[src/rtl/nvm_access_pkg.sv]
/*
 * constants for the data nonvolatile access controller: i/o offsets,
 * control bit positions, stall and timing counts.
 * assumes a single 50 MHz core clock and an internal 1 MHz timing tick.
 */
package nvm_access_pkg;
   // i/o space offsets (port instructions); data space adds the bias
   localparam logic [6:0] io_addr_low   = 7'h1e;
   localparam logic [6:0] io_addr_high  = 7'h1f;
   localparam logic [6:0] io_data       = 7'h1d;
   localparam logic [6:0] io_control    = 7'h1c;
   localparam logic [6:0] io_busy       = 7'h37;
   localparam logic [6:0] data_bias     = 7'h20;
   localparam logic [6:0] bit_io_limit  = 7'h1f;
   // control register bit positions
   localparam int bit_read      = 0;
   localparam int bit_write     = 1;
   localparam int bit_arm       = 2;
   localparam int bit_irq_en    = 3;
   localparam int bit_spm       = 0;
   localparam logic [7:0] control_reset = 8'h00;
   // address width and cell count
   localparam int addr_w = 9;
   localparam int cells  = 512;
   // arm window and cpu stall counts
   localparam logic [2:0] arm_window    = 3'h4;
   localparam logic [2:0] stall_write   = 3'h2;
   localparam logic [2:0] stall_read    = 3'h4;
   // write timing: 8448 ticks of a 1 MHz oscillator
   localparam int rc_freq_hz     = 1000000;
   localparam int clk_freq_hz    = 50000000;
   localparam int write_rc_ticks = 8448;
   localparam int rc_div         = clk_freq_hz / rc_freq_hz;
   localparam logic [5:0]  rc_div_last     = 6'(rc_div - 1);
   localparam logic [13:0] write_ticks_last = 14'(write_rc_ticks - 1);
endpackage

[src/rtl/nvm_io_if.sv]
/*
 * i/o register bus between the cpu core and the nvm access controller.
 * assumes both ends share ref_clk; strobes last one cycle.
 */
`timescale 1ns/1ps
interface nvm_io_if;
   logic       io_wr;      // write strobe, one cycle
   logic       io_rd;      // read strobe, one cycle
   logic       io_bitop;   // write comes from bit set / bit clear
   logic [6:0] io_addr;    // i/o or data-space address
   logic [7:0] io_wdata;
   logic [7:0] io_rdata;   // valid the cycle after io_rd
   logic       cpu_stall;  // holds off the next instruction
   logic       ready_irq;  // ready interrupt level
   logic       global_ie;  // global interrupt enable from the core
   modport device (input io_wr, io_rd, io_bitop, io_addr, io_wdata, global_ie,
                   output io_rdata, cpu_stall, ready_irq);
   modport core   (output io_wr, io_rd, io_bitop, io_addr, io_wdata, global_ie,
                   input io_rdata, cpu_stall, ready_irq);
endinterface

[src/rtl/nvm_down_counter.sv]
/*
 * loadable down counter with terminal flag.
 * assumes load and enable come from the same clock domain.
 */
`timescale 1ns/1ps
module nvm_down_counter #(
   parameter int w = 8
) (
   input  wire logic         ref_clk,
   input  wire logic         rstn,
   input  wire logic         load,
   input  wire logic [w-1:0] load_val,
   input  wire logic         en,
   output logic              zero,
   output logic [w-1:0]      count
);
   logic [w-1:0] next_count;

   // load wins over counting; stop at zero
   always_comb begin
      next_count = count;
      if (load) begin
         next_count = load_val;
      end else if (en && count != '0) begin
         next_count = count - w'(1);
      end
   end

   always_ff @(posedge ref_clk or negedge rstn) begin
      if (!rstn) begin
         count <= '0;
      end else begin
         count <= next_count;
      end
   end

   assign zero = (count == '0);
endmodule

[src/rtl/nvm_access_ctrl.sv]
/*
 * device end: control, address and data registers for cpu access to the
 * 512-byte data nonvolatile array, self-timed write, cpu stall.
 * assumes the array is modelled here as a register array and the flash
 * self-program busy level comes in on the same clock.
 */
`timescale 1ns/1ps
// Functional notes
// [RULE_01] write only when strobe set while armed
// [RULE_02] strobe honoured within four cycles of arm
// [RULE_03] software follows poll, load, arm, strobe order
// [RULE_04] write strobe held until write time elapses
// [RULE_05] write strobe stalls cpu two cycles
// [RULE_06] read strobe loads data register at once
// [RULE_07] read strobe stalls cpu four cycles
// [RULE_08] busy write blocks reads and address changes
// [RULE_09] no write starts while flash programming
// [RULE_10] write lasts 8448 ticks of 1 MHz
// [RULE_11] late strobe after arm expiry fails write
// [RULE_12] write continues through power-down; oscillator runs
// [RULE_13] reset does not abort a running write
// [RULE_14] io address plus 0x20 maps data space
// [RULE_15] write-one-to-clear flags clear on bit ops
// [RULE_16] arm bit self-clears four cycles after set
// [RULE_17] ready irq while enabled and strobe clear
// [RULE_18] nine-bit address, upper bits read zero
// [RULE_19] read strobe reads back as zero
// [RULE_20] reset clears control bits except running write
module nvm_access_ctrl #(
   parameter int rc_div = nvm_access_pkg::rc_div  // core clocks per timing tick
) (
   input  wire logic ref_clk,
   input  wire logic rstn,
   input  wire logic power_rstn,
   input  wire logic self_program_busy,
   input  wire logic sleep_powerdown,
   output logic      osc_running,
   nvm_io_if.device  bus
);
   // ----------------------------------------------------------------
   // state
   // ----------------------------------------------------------------
   logic [7:0] cells_mem [nvm_access_pkg::cells];
   logic [nvm_access_pkg::addr_w-1:0] cell_address_reg, next_cell_address_reg;
   logic [7:0]  cell_data_reg, next_cell_data_reg;
   logic        ready_irq_enable, next_ready_irq_enable;
   logic        write_strobe_bit, next_write_strobe_bit;
   logic [7:0]  rdata, next_rdata;
   logic        stall, next_stall;
   logic        irq, next_irq;
   logic [8:0]  wr_addr;
   logic [7:0]  wr_data;
   logic        start_write;
   logic        do_read;
   logic        arm_live;
   logic [2:0]  arm_count;
   logic [2:0]  stall_count;
   logic [5:0]  div_count, next_div_count;
   logic [13:0] tick_count;
   logic        tick;
   logic        hit_ctrl, hit_al, hit_ah, hit_data;
   logic [6:0]  io_a;
   logic        next_osc_running;
   // a smaller divider only shortens simulation; hardware keeps the default
   localparam logic [5:0] div_last = 6'(rc_div - 1);

   // ----------------------------------------------------------------
   // address decode
   // ----------------------------------------------------------------
   // port access uses the bare offset, data-space access adds the bias
   always_comb begin
      io_a = (bus.io_addr >= nvm_access_pkg::data_bias) ?
             bus.io_addr - nvm_access_pkg::data_bias : bus.io_addr; // RULE_14
   end
   assign hit_ctrl = bus.io_wr && io_a == nvm_access_pkg::io_control;
   assign hit_al   = bus.io_wr && io_a == nvm_access_pkg::io_addr_low;
   assign hit_ah   = bus.io_wr && io_a == nvm_access_pkg::io_addr_high;
   assign hit_data = bus.io_wr && io_a == nvm_access_pkg::io_data;

   // strobe needs live arm and flash idle; arm counter doubles as window
   assign arm_live    = (arm_count != 3'h0);
   assign start_write = hit_ctrl && bus.io_wdata[nvm_access_pkg::bit_write] && arm_live
                        && !write_strobe_bit && !self_program_busy; // RULE_01 RULE_02 RULE_09 RULE_11
   // read strobe is a pulse; nothing holds it, so it reads back zero
   // no write-one-to-clear bits here, so a bit-op write-back is harmless
   assign do_read = hit_ctrl && bus.io_wdata[nvm_access_pkg::bit_read]
                    && !write_strobe_bit; // RULE_06 RULE_08 RULE_19 RULE_15

   // ----------------------------------------------------------------
   // arm window and stall counters
   // ----------------------------------------------------------------
   // arm reloads on a write of one unless a write starts; cleared four cycles later, or at once when a write starts
   nvm_down_counter #(.w(3)) u_arm (
      .ref_clk  (ref_clk),
      .rstn     (rstn),
      .load     (hit_ctrl && (bus.io_wdata[nvm_access_pkg::bit_arm] || start_write)),
      .load_val (start_write ? 3'h0 : nvm_access_pkg::arm_window), // RULE_16
      .en       (1'b1),
      .zero     (),
      .count    (arm_count)
   );

   nvm_down_counter #(.w(3)) u_stall (
      .ref_clk  (ref_clk),
      .rstn     (rstn),
      .load     (start_write || do_read),
      .load_val (do_read ? nvm_access_pkg::stall_read
                         : nvm_access_pkg::stall_write), // RULE_05 RULE_07
      .en       (1'b1),
      .zero     (),
      .count    (stall_count)
   );

   // ----------------------------------------------------------------
   // write timer, on power-on reset only so system reset spares it
   // ----------------------------------------------------------------
   // the 1 MHz tick keeps running while busy even in power-down sleep
   assign tick = write_strobe_bit && (div_count == div_last);

   always_comb begin
      next_div_count = 6'h00;
      if (write_strobe_bit && !tick) begin
         next_div_count = div_count + 6'h01;
      end
   end

   always_ff @(posedge ref_clk or negedge power_rstn) begin
      if (!power_rstn) begin
         div_count <= 6'h00;
      end else begin
         div_count <= next_div_count; // RULE_12 RULE_13
      end
   end

   nvm_down_counter #(.w(14)) u_timer (
      .ref_clk  (ref_clk),
      .rstn     (power_rstn),
      .load     (start_write),
      .load_val (nvm_access_pkg::write_ticks_last), // RULE_10
      .en       (tick),
      .zero     (),
      .count    (tick_count)
   );

   // busy bit: set on start, hardware clear when the last tick ends
   always_comb begin
      next_write_strobe_bit = write_strobe_bit;
      next_osc_running      = write_strobe_bit || (osc_running && sleep_powerdown);
      if (start_write) begin
         next_write_strobe_bit = 1'b1;
      end else if (tick && tick_count == 14'h0000) begin
         next_write_strobe_bit = 1'b0; // RULE_04
      end
   end

   always_ff @(posedge ref_clk or negedge power_rstn) begin
      if (!power_rstn) begin
         write_strobe_bit <= 1'b0;
      end else begin
         write_strobe_bit <= next_write_strobe_bit; // RULE_13 RULE_20
      end
   end

   // oscillator stays on during and after a write begun before sleep
   always_ff @(posedge ref_clk or negedge power_rstn) begin
      if (!power_rstn) begin
         osc_running <= 1'b0;
      end else begin
         osc_running <= next_osc_running; // RULE_12
      end
   end

   // commit the byte: latched at start so later loads cannot corrupt it
   always_ff @(posedge ref_clk) begin
      if (start_write) begin
         wr_addr <= cell_address_reg;
         wr_data <= cell_data_reg;
      end
      if (write_strobe_bit && tick && tick_count == 14'h0000) begin
         cells_mem[wr_addr] <= wr_data;
      end
   end

   // ----------------------------------------------------------------
   // software registers
   // ----------------------------------------------------------------
   always_comb begin
      next_cell_address_reg = cell_address_reg;
      next_cell_data_reg    = cell_data_reg;
      next_ready_irq_enable = ready_irq_enable;
      if (!write_strobe_bit && hit_al) begin
         next_cell_address_reg[7:0] = bus.io_wdata; // RULE_08
      end
      if (!write_strobe_bit && hit_ah) begin
         next_cell_address_reg[8] = bus.io_wdata[0]; // RULE_18
      end
      if (hit_data) begin
         next_cell_data_reg = bus.io_wdata;
      end
      if (do_read) begin
         next_cell_data_reg = cells_mem[cell_address_reg]; // RULE_06
      end
      if (hit_ctrl) begin
         next_ready_irq_enable = bus.io_wdata[nvm_access_pkg::bit_irq_en];
      end
   end

   // read mux; reserved bits and upper address read zero
   always_comb begin
      next_rdata = 8'h00;
      unique case (io_a)
         nvm_access_pkg::io_control: begin
            next_rdata = {4'h0, ready_irq_enable, arm_live, write_strobe_bit, 1'b0};
         end
         nvm_access_pkg::io_addr_low:  next_rdata = cell_address_reg[7:0];
         nvm_access_pkg::io_addr_high: next_rdata = {7'h00, cell_address_reg[8]}; // RULE_18
         nvm_access_pkg::io_data:      next_rdata = cell_data_reg;
         default:                      next_rdata = 8'h00;
      endcase
      next_stall = (stall_count > 3'h1) || start_write || do_read;
      next_irq   = ready_irq_enable && bus.global_ie && !next_write_strobe_bit; // RULE_17
   end

   always_ff @(posedge ref_clk or negedge rstn) begin
      if (!rstn) begin
         cell_address_reg <= '0;
         cell_data_reg    <= 8'h00;
         ready_irq_enable <= 1'b0; // RULE_20
         rdata            <= 8'h00;
         stall            <= 1'b0;
         irq              <= 1'b0;
      end else begin
         cell_address_reg <= next_cell_address_reg;
         cell_data_reg    <= next_cell_data_reg;
         ready_irq_enable <= next_ready_irq_enable;
         rdata            <= next_rdata;
         stall            <= next_stall;
         irq              <= next_irq;
      end
   end

   assign bus.io_rdata  = rdata;
   assign bus.cpu_stall = stall;
   assign bus.ready_irq = irq;
endmodule

[src/flat_wrapper.sv]
// flat-port wrapper written by rule: the top's interface ports become plain ports
module nvm_access_ctrl_flat 
#(
   parameter int rc_div = nvm_access_pkg::rc_div                                
)
  (ref_clk, rstn, power_rstn, self_program_busy, sleep_powerdown, osc_running, bus_io_wr, bus_io_rd, bus_io_bitop, bus_io_addr, bus_io_wdata, bus_global_ie, bus_io_rdata, bus_cpu_stall, bus_ready_irq);
  nvm_io_if bus_i ();
  input  wire logic ref_clk;
  input  wire logic rstn;
  input  wire logic power_rstn;
  input  wire logic self_program_busy;
  input  wire logic sleep_powerdown;
  output logic osc_running;
  input wire logic [$bits(bus_i.io_wr)-1:0] bus_io_wr;
  input wire logic [$bits(bus_i.io_rd)-1:0] bus_io_rd;
  input wire logic [$bits(bus_i.io_bitop)-1:0] bus_io_bitop;
  input wire logic [$bits(bus_i.io_addr)-1:0] bus_io_addr;
  input wire logic [$bits(bus_i.io_wdata)-1:0] bus_io_wdata;
  input wire logic [$bits(bus_i.global_ie)-1:0] bus_global_ie;
  output wire logic [$bits(bus_i.io_rdata)-1:0] bus_io_rdata;
  output wire logic [$bits(bus_i.cpu_stall)-1:0] bus_cpu_stall;
  output wire logic [$bits(bus_i.ready_irq)-1:0] bus_ready_irq;
  assign bus_i.io_wr = bus_io_wr;
  assign bus_i.io_rd = bus_io_rd;
  assign bus_i.io_bitop = bus_io_bitop;
  assign bus_i.io_addr = bus_io_addr;
  assign bus_i.io_wdata = bus_io_wdata;
  assign bus_i.global_ie = bus_global_ie;
  assign bus_io_rdata = bus_i.io_rdata;
  assign bus_cpu_stall = bus_i.cpu_stall;
  assign bus_ready_irq = bus_i.ready_irq;
  nvm_access_ctrl #(.rc_div(rc_div)) u_core (.ref_clk(ref_clk), .rstn(rstn), .power_rstn(power_rstn), .self_program_busy(self_program_busy), .sleep_powerdown(sleep_powerdown), .osc_running(osc_running), .bus(bus_i));
endmodule
[config.mk]
export PLATFORM = sky130hd
export DESIGN_NAME = nvm_access_ctrl_flat
export DESIGN_NICKNAME = d
export VERILOG_FILES = /design/src/rtl/nvm_access_pkg.sv /design/src/rtl/nvm_io_if.sv /design/src/rtl/nvm_down_counter.sv /design/src/rtl/nvm_access_ctrl.sv /design/src/flat_wrapper.sv
export SDC_FILE = /design/constraint.sdc
export NUM_CORES = 2
export LEC_CHECK = 0
export BUFFER_PORTS_ARGS = -buffer_cell sky130_fd_sc_hd__buf_2
export CAP_MARGIN = 0
export CORE_ASPECT_RATIO = 1.4
export CORE_UTILIZATION = 35
export CTS_BUF_LIST = sky130_fd_sc_hd__clkbuf_4
export CTS_CLUSTER_DIAMETER = 60
export DETAILED_ROUTE_END_ITERATION = 7
export PLACE_DENSITY = 0.46
export REMOVE_ABC_BUFFERS = 1
export SYNTH_ARGS = -nofsm -noshare
export SYNTH_HDL_FRONTEND = slang
export SYNTH_SLANG_ARGS = --single-unit
[constraint.sdc]
create_clock -name ref_clk -period 10.6 [get_ports ref_clk]
set_clock_uncertainty 0.2 [all_clocks]
set_input_delay 2.12 -clock ref_clk [delete_from_list [all_inputs] [get_ports ref_clk]]
set_output_delay 2.12 -clock ref_clk [all_outputs]
set_load 0.01 [all_outputs]
# [Word level (Yosys, flattened, before mapping)]
# Memory sizes are Yosys's and may differ from the RTL's.
# Index checks and enable logic that the tools add are counted.
[word_totals] mem_count=1 input_bits=24 latchBits=0 mem_bits_rw=4096 mem_bits_ro=0 reg_bits=73
[memory_table] name="u_core.cells_mem" depth=512 width=8 read_ports=1 rd_clocked_by_memory_dff=0 wr=1 line="nvm_access_ctrl.sv:43" rtl="logic [7:0] cells_mem [nvm_access_pkg::cells];"
[classes] n_bitwise=0 n_eq_ne=5 muxes=17 n_reduce_logical=39 n_div=0 shift=0 n_lt_le_gt_ge=2 n_mul=0 addsub=5
[ops] op="8-bit one-hot mux with 4 select lines" count=1
[ops] op="7-bit by 5-bit == test with 1-bit output, second input constant" count=4
[ops] op="14-bit two-way mux" count=2
[ops] op="1-bit logical AND" count=22
[ops] op="3-bit two-way mux" count=6
[ops] op="8-bit two-way mux" count=2
[ops] op="14-bit zero test" count=1
[ops] op="14-bit nonzero test" count=1
[ops] op="14-bit by 1-bit subtractor with 14-bit output, second input constant" count=1
[ops] op="2-bit nonzero test" count=4
[ops] op="7-bit by 6-bit greater-or-equal comparator with 1-bit output, second input constant" count=1
[ops] op="7-bit two-way mux" count=1
[ops] op="7-bit by 6-bit subtractor with 7-bit output, second input constant" count=1
[ops] op="6-bit by 1-bit adder with 6-bit output, second input constant" count=1
[ops] op="6-bit == test, second input constant" count=1
[ops] op="6-bit two-way mux" count=1
[ops] op="3-bit nonzero test" count=2
[ops] op="3-bit by 1-bit subtractor with 3-bit output, second input constant" count=2
[ops] op="1-bit logical OR" count=5
[ops] op="1-bit zero test" count=4
[ops] op="1-bit two-way mux" count=4
[ops] op="3-bit by 1-bit greater-than comparator with 1-bit output, second input constant" count=1

# [Depth between registers and ports, before layout]
[depth] word_depth=11 depth_mapped=14 ltp_nobuf=9

# [Hierarchy]
# A second synthesis with hierarchy kept.
[unflattened] hier_cells=7542 area_unflattened_um2=162614.7
[by_module_without_submodules] module="nvm_access_ctrl" seq_area_each_um2=124409.3 cells_each=7391 area_per_inst_um2=161301.0 instances=1
[by_module_without_submodules] module="nvm_down_counter at u_core.u_timer" seq_area_each_um2=350.3 cells_each=113 area_per_inst_um2=933.4 instances=1
[by_module_without_submodules] module="nvm_down_counter at u_core.u_arm ..." seq_area_each_um2=75.1 cells_each=19 area_per_inst_um2=190.2 instances=2

# [Worst setup path after synthesis]
# Ideal clock, no wire load.
[synth_timing] path_kind="reg-to-reg" start="register u_core.wr_data[0]" end="memory u_core.cells_mem[0][0] (data pin)" slack_ns=2.807 t_arrival_ns=6.158 stages_incl_launch_ff=1 synth_period_minus_slack_ns=7.793 setup_time_ns=1.435 path_buffers=0 required_time_ns=8.965 cell_sequence="edfxtp_1"
[synth_rtl] item="from (decl)" line="nvm_access_ctrl.sv:52" rtl="logic [7:0] wr_data;"
[synth_rtl] item="from (signal assigned)" line="nvm_access_ctrl.sv:177" rtl="wr_data <= cell_data_reg;"
[synth_rtl] item="to (decl)" line="nvm_access_ctrl.sv:43"
# No word-level cell before the write port.

# [Worst setup path in the final report]
[layout_timing] start="register u_core.cell_address_reg[0] in the netlist's numbering" end="register u_core.cell_data_reg[5]"
[layout_between] elab_chain_cells=2
[layout_lines] item="from (decl)" line="nvm_access_ctrl.sv:44" rtl="logic [nvm_access_pkg::addr_w-1:0] cell_address_reg, next_cell_address_reg;"
[layout_lines] item="from (signal assigned)" line="nvm_access_ctrl.sv:233" rtl="cell_address_reg <= next_cell_address_reg;"
[layout_lines] item="memory 512 x 8 bit"
[layout_lines] item="8-bit two-way mux" line="nvm_access_ctrl.sv:200" rtl="if (do_read) begin"
[layout_lines] item="to (signal assigned)" line="nvm_access_ctrl.sv:234" rtl="cell_data_reg <= next_cell_data_reg;"
[layout_lines] item="to (decl)" line="nvm_access_ctrl.sv:45" rtl="logic [7:0] cell_data_reg, next_cell_data_reg;"
# Every way passes these cells.
# A chain may end at the register's enable or synchronous reset.

==> flow_metrics.env <==
export IMPL_fin_nets=8574
export IMPL_postCtsHoldBufs=0
export IMPL_firstDrtPassIters=8
export IMPL_violations="capacitance limit, slew limit"
export IMPL_outcome="finished with violations"
export IMPL_p_int_mw=25.0
export IMPL_relSlewSlack_pct=-4.93
export IMPL_switching_share_pct=21.2
export IMPL_portBuffers=31
export IMPL_async_flop_share_pct=1.34
export IMPL_synth_area_per_cell_um2=20.9
export IMPL_leakage_nw=56.2
export IMPL_syn_to_final_growth_pct=12.6
export IMPL_crit_fanout=68
export IMPL_synth_xor_area_share_pct=0.0973
export IMPL_slew_violations=2
export IMPL_fin_total_pwr_mw=31.7
export IMPL_final_util_pct=39.6
export IMPL_synth_area_um2=162000
export IMPL_synth_mux_area_share_pct=15.4
export IMPL_synth_area_top_cells="edfxtp_1, mux4_2, mux2i_1"
export IMPL_rsz0062_at_grt="no"
export IMPL_clock_path_buffers=4
export IMPL_grt_use_total_pct=22.3
export IMPL_seqPwrFrac_pct=56.3
export IMPL_synth_top_cell_area_share_pct=76.2
export IMPL_period_share_pct=57.3
export IMPL_clkPwrFrac_pct=43.0
export IMPL_grt_pass1_wl_um=719000
export IMPL_grt_max_degree=205
export IMPL_cts_tree="built"
export IMPL_reg_top3="u_core.cells_mem x4096, u_core.u_timer.count x14"
export IMPL_ios=35
export IMPL_viasPerCell=5.49
export IMPL_drc=0
export IMPL_synth_simple_area_share_pct=3.02
export IMPL_grt_pass1_vias=88400
export IMPL_cp_arrival_ps=7380
export IMPL_die_w_um=577
export IMPL_drt_iter0_drc=8289
export IMPL_initial_core_util_pct=35.2
export IMPL_numClockSinks=4169
export IMPL_finalHoldViolCount=0
export IMPL_synth_ff_type="edfxtp_1"
export IMPL_yosysTopAreaCell="edfxtp_1"
export IMPL_ys_seq_area_share_pct=77.1
export IMPL_cts_resized=0
export IMPL_synth_adder_area_share_pct=0.0618
export IMPL_worstMarginPinSlew_ps=1550
export IMPL_ys_warn_count=0
export IMPL_yosysMostFrequentCell="edfxtp_1"
export IMPL_synth_edf_count=4113
export IMPL_start_kind="flop"
export IMPL_route_met3_wl_um=35000
export IMPL_min_path_type="in -> async"
export IMPL_die_y_um=807
export IMPL_fmax_mhz=165
export IMPL_largest_reg_flops=4096
export IMPL_antenna_found_initial=52
export IMPL_yosys_top_cells_count="edfxtp_1, mux4_2, nor2_1, nand2_1, mux2i_1"
export IMPL_place_ws_ps=4440
export IMPL_hpwl_um=310000
export IMPL_power_density_nw_per_um2=174
export IMPL_numCtsBuffers=1035
export IMPL_ys_ff_latch=4169
export IMPL_die_area_um2=466000
export IMPL_clkTransAtPathRegs_ps=70
export IMPL_period_minus_slack_ps=6070
export IMPL_drive_gt1_share_pct=31.1
export IMPL_layout_setup_ws_ps=4530
export IMPL_p_comb_share_pct=0.7
export IMPL_wl_um=525000
export IMPL_root_buffer="clkbuf_4"
export IMPL_drtAntennaViolNets=0
export IMPL_required_ps=11910
export IMPL_met1_length_um=206000
export IMPL_end_kind="flop"
export IMPL_peakVddDrop_mv=0.104
export IMPL_synth_compound_area_share_pct=2.62
export IMPL_path_class="reg -> reg"
export IMPL_route_met2_wl_um=264000
export IMPL_max_cap_violations=1
export IMPL_routed_via_count=84400
export IMPL_regMostFlops="u_core.cells_mem"
export IMPL_dr_max_layer_used="met5"
export IMPL_synth_cell_type_count=79
export IMPL_rows=295
export IMPL_netlist_instances=7743
export IMPL_worstSkewPairLatency_ps=1650
export IMPL_htreeDepth=7
export IMPL_cts_setup_buffers=0
export IMPL_grt_overflow_total=0
export IMPL_setup_viol=0
export IMPL_synth_top_family_by_area="multiplexers"
export IMPL_coreArea_um2=461000
export IMPL_power_switching_mw=6.72
export IMPL_wire_per_inst_um=34.1
export IMPL_gp_congestion=0.805
[cells in the final DEF (no fill, tap or decap), types with 56 or more instances in the layout]
cell	n
edfxtp_1	4113
clkbuf_4	1453
mux4_2	967
nor2_1	615
nand2_1	309
mux2i_1	294
buf_4	173
clkinv_1	171
a21oi_1	110
a22oi_1	93
o22ai_1	93
nand3_1	56
[critical path, cell delays in order, from the launching register on]
cell and delay [ps]:
dfrtp_4 1160, buf_12 510, buf_12 420, mux4_2 360
nand2_1 60, a31oi_1 190, o21ai_0 270, o311ai_0 1330
o2111ai_1 960, o221ai_1 270
[logic make-up (layout without fill, tap and decap cells)]
| family | count (synthesis) | in the layout |
|---|---|---|
| xor gates and xnor gates | 18 | 18 |
| AOI/OAI and AO/OA | 606 | 606 |
| and+or+nand+nor | 1168 | 1168 |
| adders and majority gates | 8 | 8 |
| muxes | 1283 | 1283 |
| buffers and inverters | 491 | 1997 |
| DFF | 4169 | 4169 |
| other | 0 | 33 |
[metrics by stage]
step | instances | setup TNS [ps] | area, µm² | hold slack (ps)
2_1_floorplan | 7269 | -405790 | 159000 | 236
3_5_place_dp | 13600 | 0 | 169000 | 277
6_report | 15400 | 0 | 182000 | 263
5_1_grt | 15400 | 0 | 182000 | 222
4_1_cts | 15300 | 0 | 182000 | 43.3
3_3_place_gp | 13600 | 0 | 169000 | 267
[path summary, 6_finish.rpt]
check | start | to | slack (ps) | cells past startpoint
min in group ref_clk | u_core.osc_running$_DFF_PN0_ | u_core.osc_running$_DFF_PN0_ | 290 | 1
min reg2reg | u_core.osc_running$_DFF_PN0_ | u_core.osc_running$_DFF_PN0_ | 290 | 1
max | u_core.cell_address_reg[0]$_DFFE_PN0P_ | u_core.cell_data_reg[5]$_DFFE_PN0P_ | 4530 | 9
min | power_rstn | u_core.u_timer.count[1]$_DFFE_PN0P_ | 260 | 1
max reg2reg | u_core.cell_address_reg[0]$_DFFE_PN0P_ | u_core.cell_data_reg[5]$_DFFE_PN0P_ | 4530 | 9
max in group asynchronous | rstn | u_core.cell_address_reg[0]$_DFFE_PN0P_ | 9080 | 1
[routing by layer]
metal	vias to the layer above	track usage, %
li1	34400	-
met1	45600	28.1
met4	24	8.96
met3	821	4.18
met5	-	0
met2	3573	38.0
[cell type report]
class | count | area (µm²)
Inverter | 17 | 78.8
Sequential cell | 4169 | 125000
Fill cell | 41800 | 279000
Tap cell | 6088 | 7620
Multi-Input combinational cell | 3083 | 34700
Clock inverter | 291 | 2020
Antenna cell | 33 | 82.6
Timing Repair Buffer | 236 | 2090
Clock buffer | 1453 | 10900
[power groups by stage]
stage          registers, mW  logic (mW)  clock network [mW]
5_1_grt                 17.8       0.237                14.7
3_5_place_dp            18.2       0.226                   0
3_3_place_gp            18.2       0.225                   0
4_1_cts                 17.9       0.227                14.0
2_1_floorplan           18.2       0.207                   0
6_report                17.9       0.224                13.6
No activity file was read; power rests on OpenSTA's default activity.
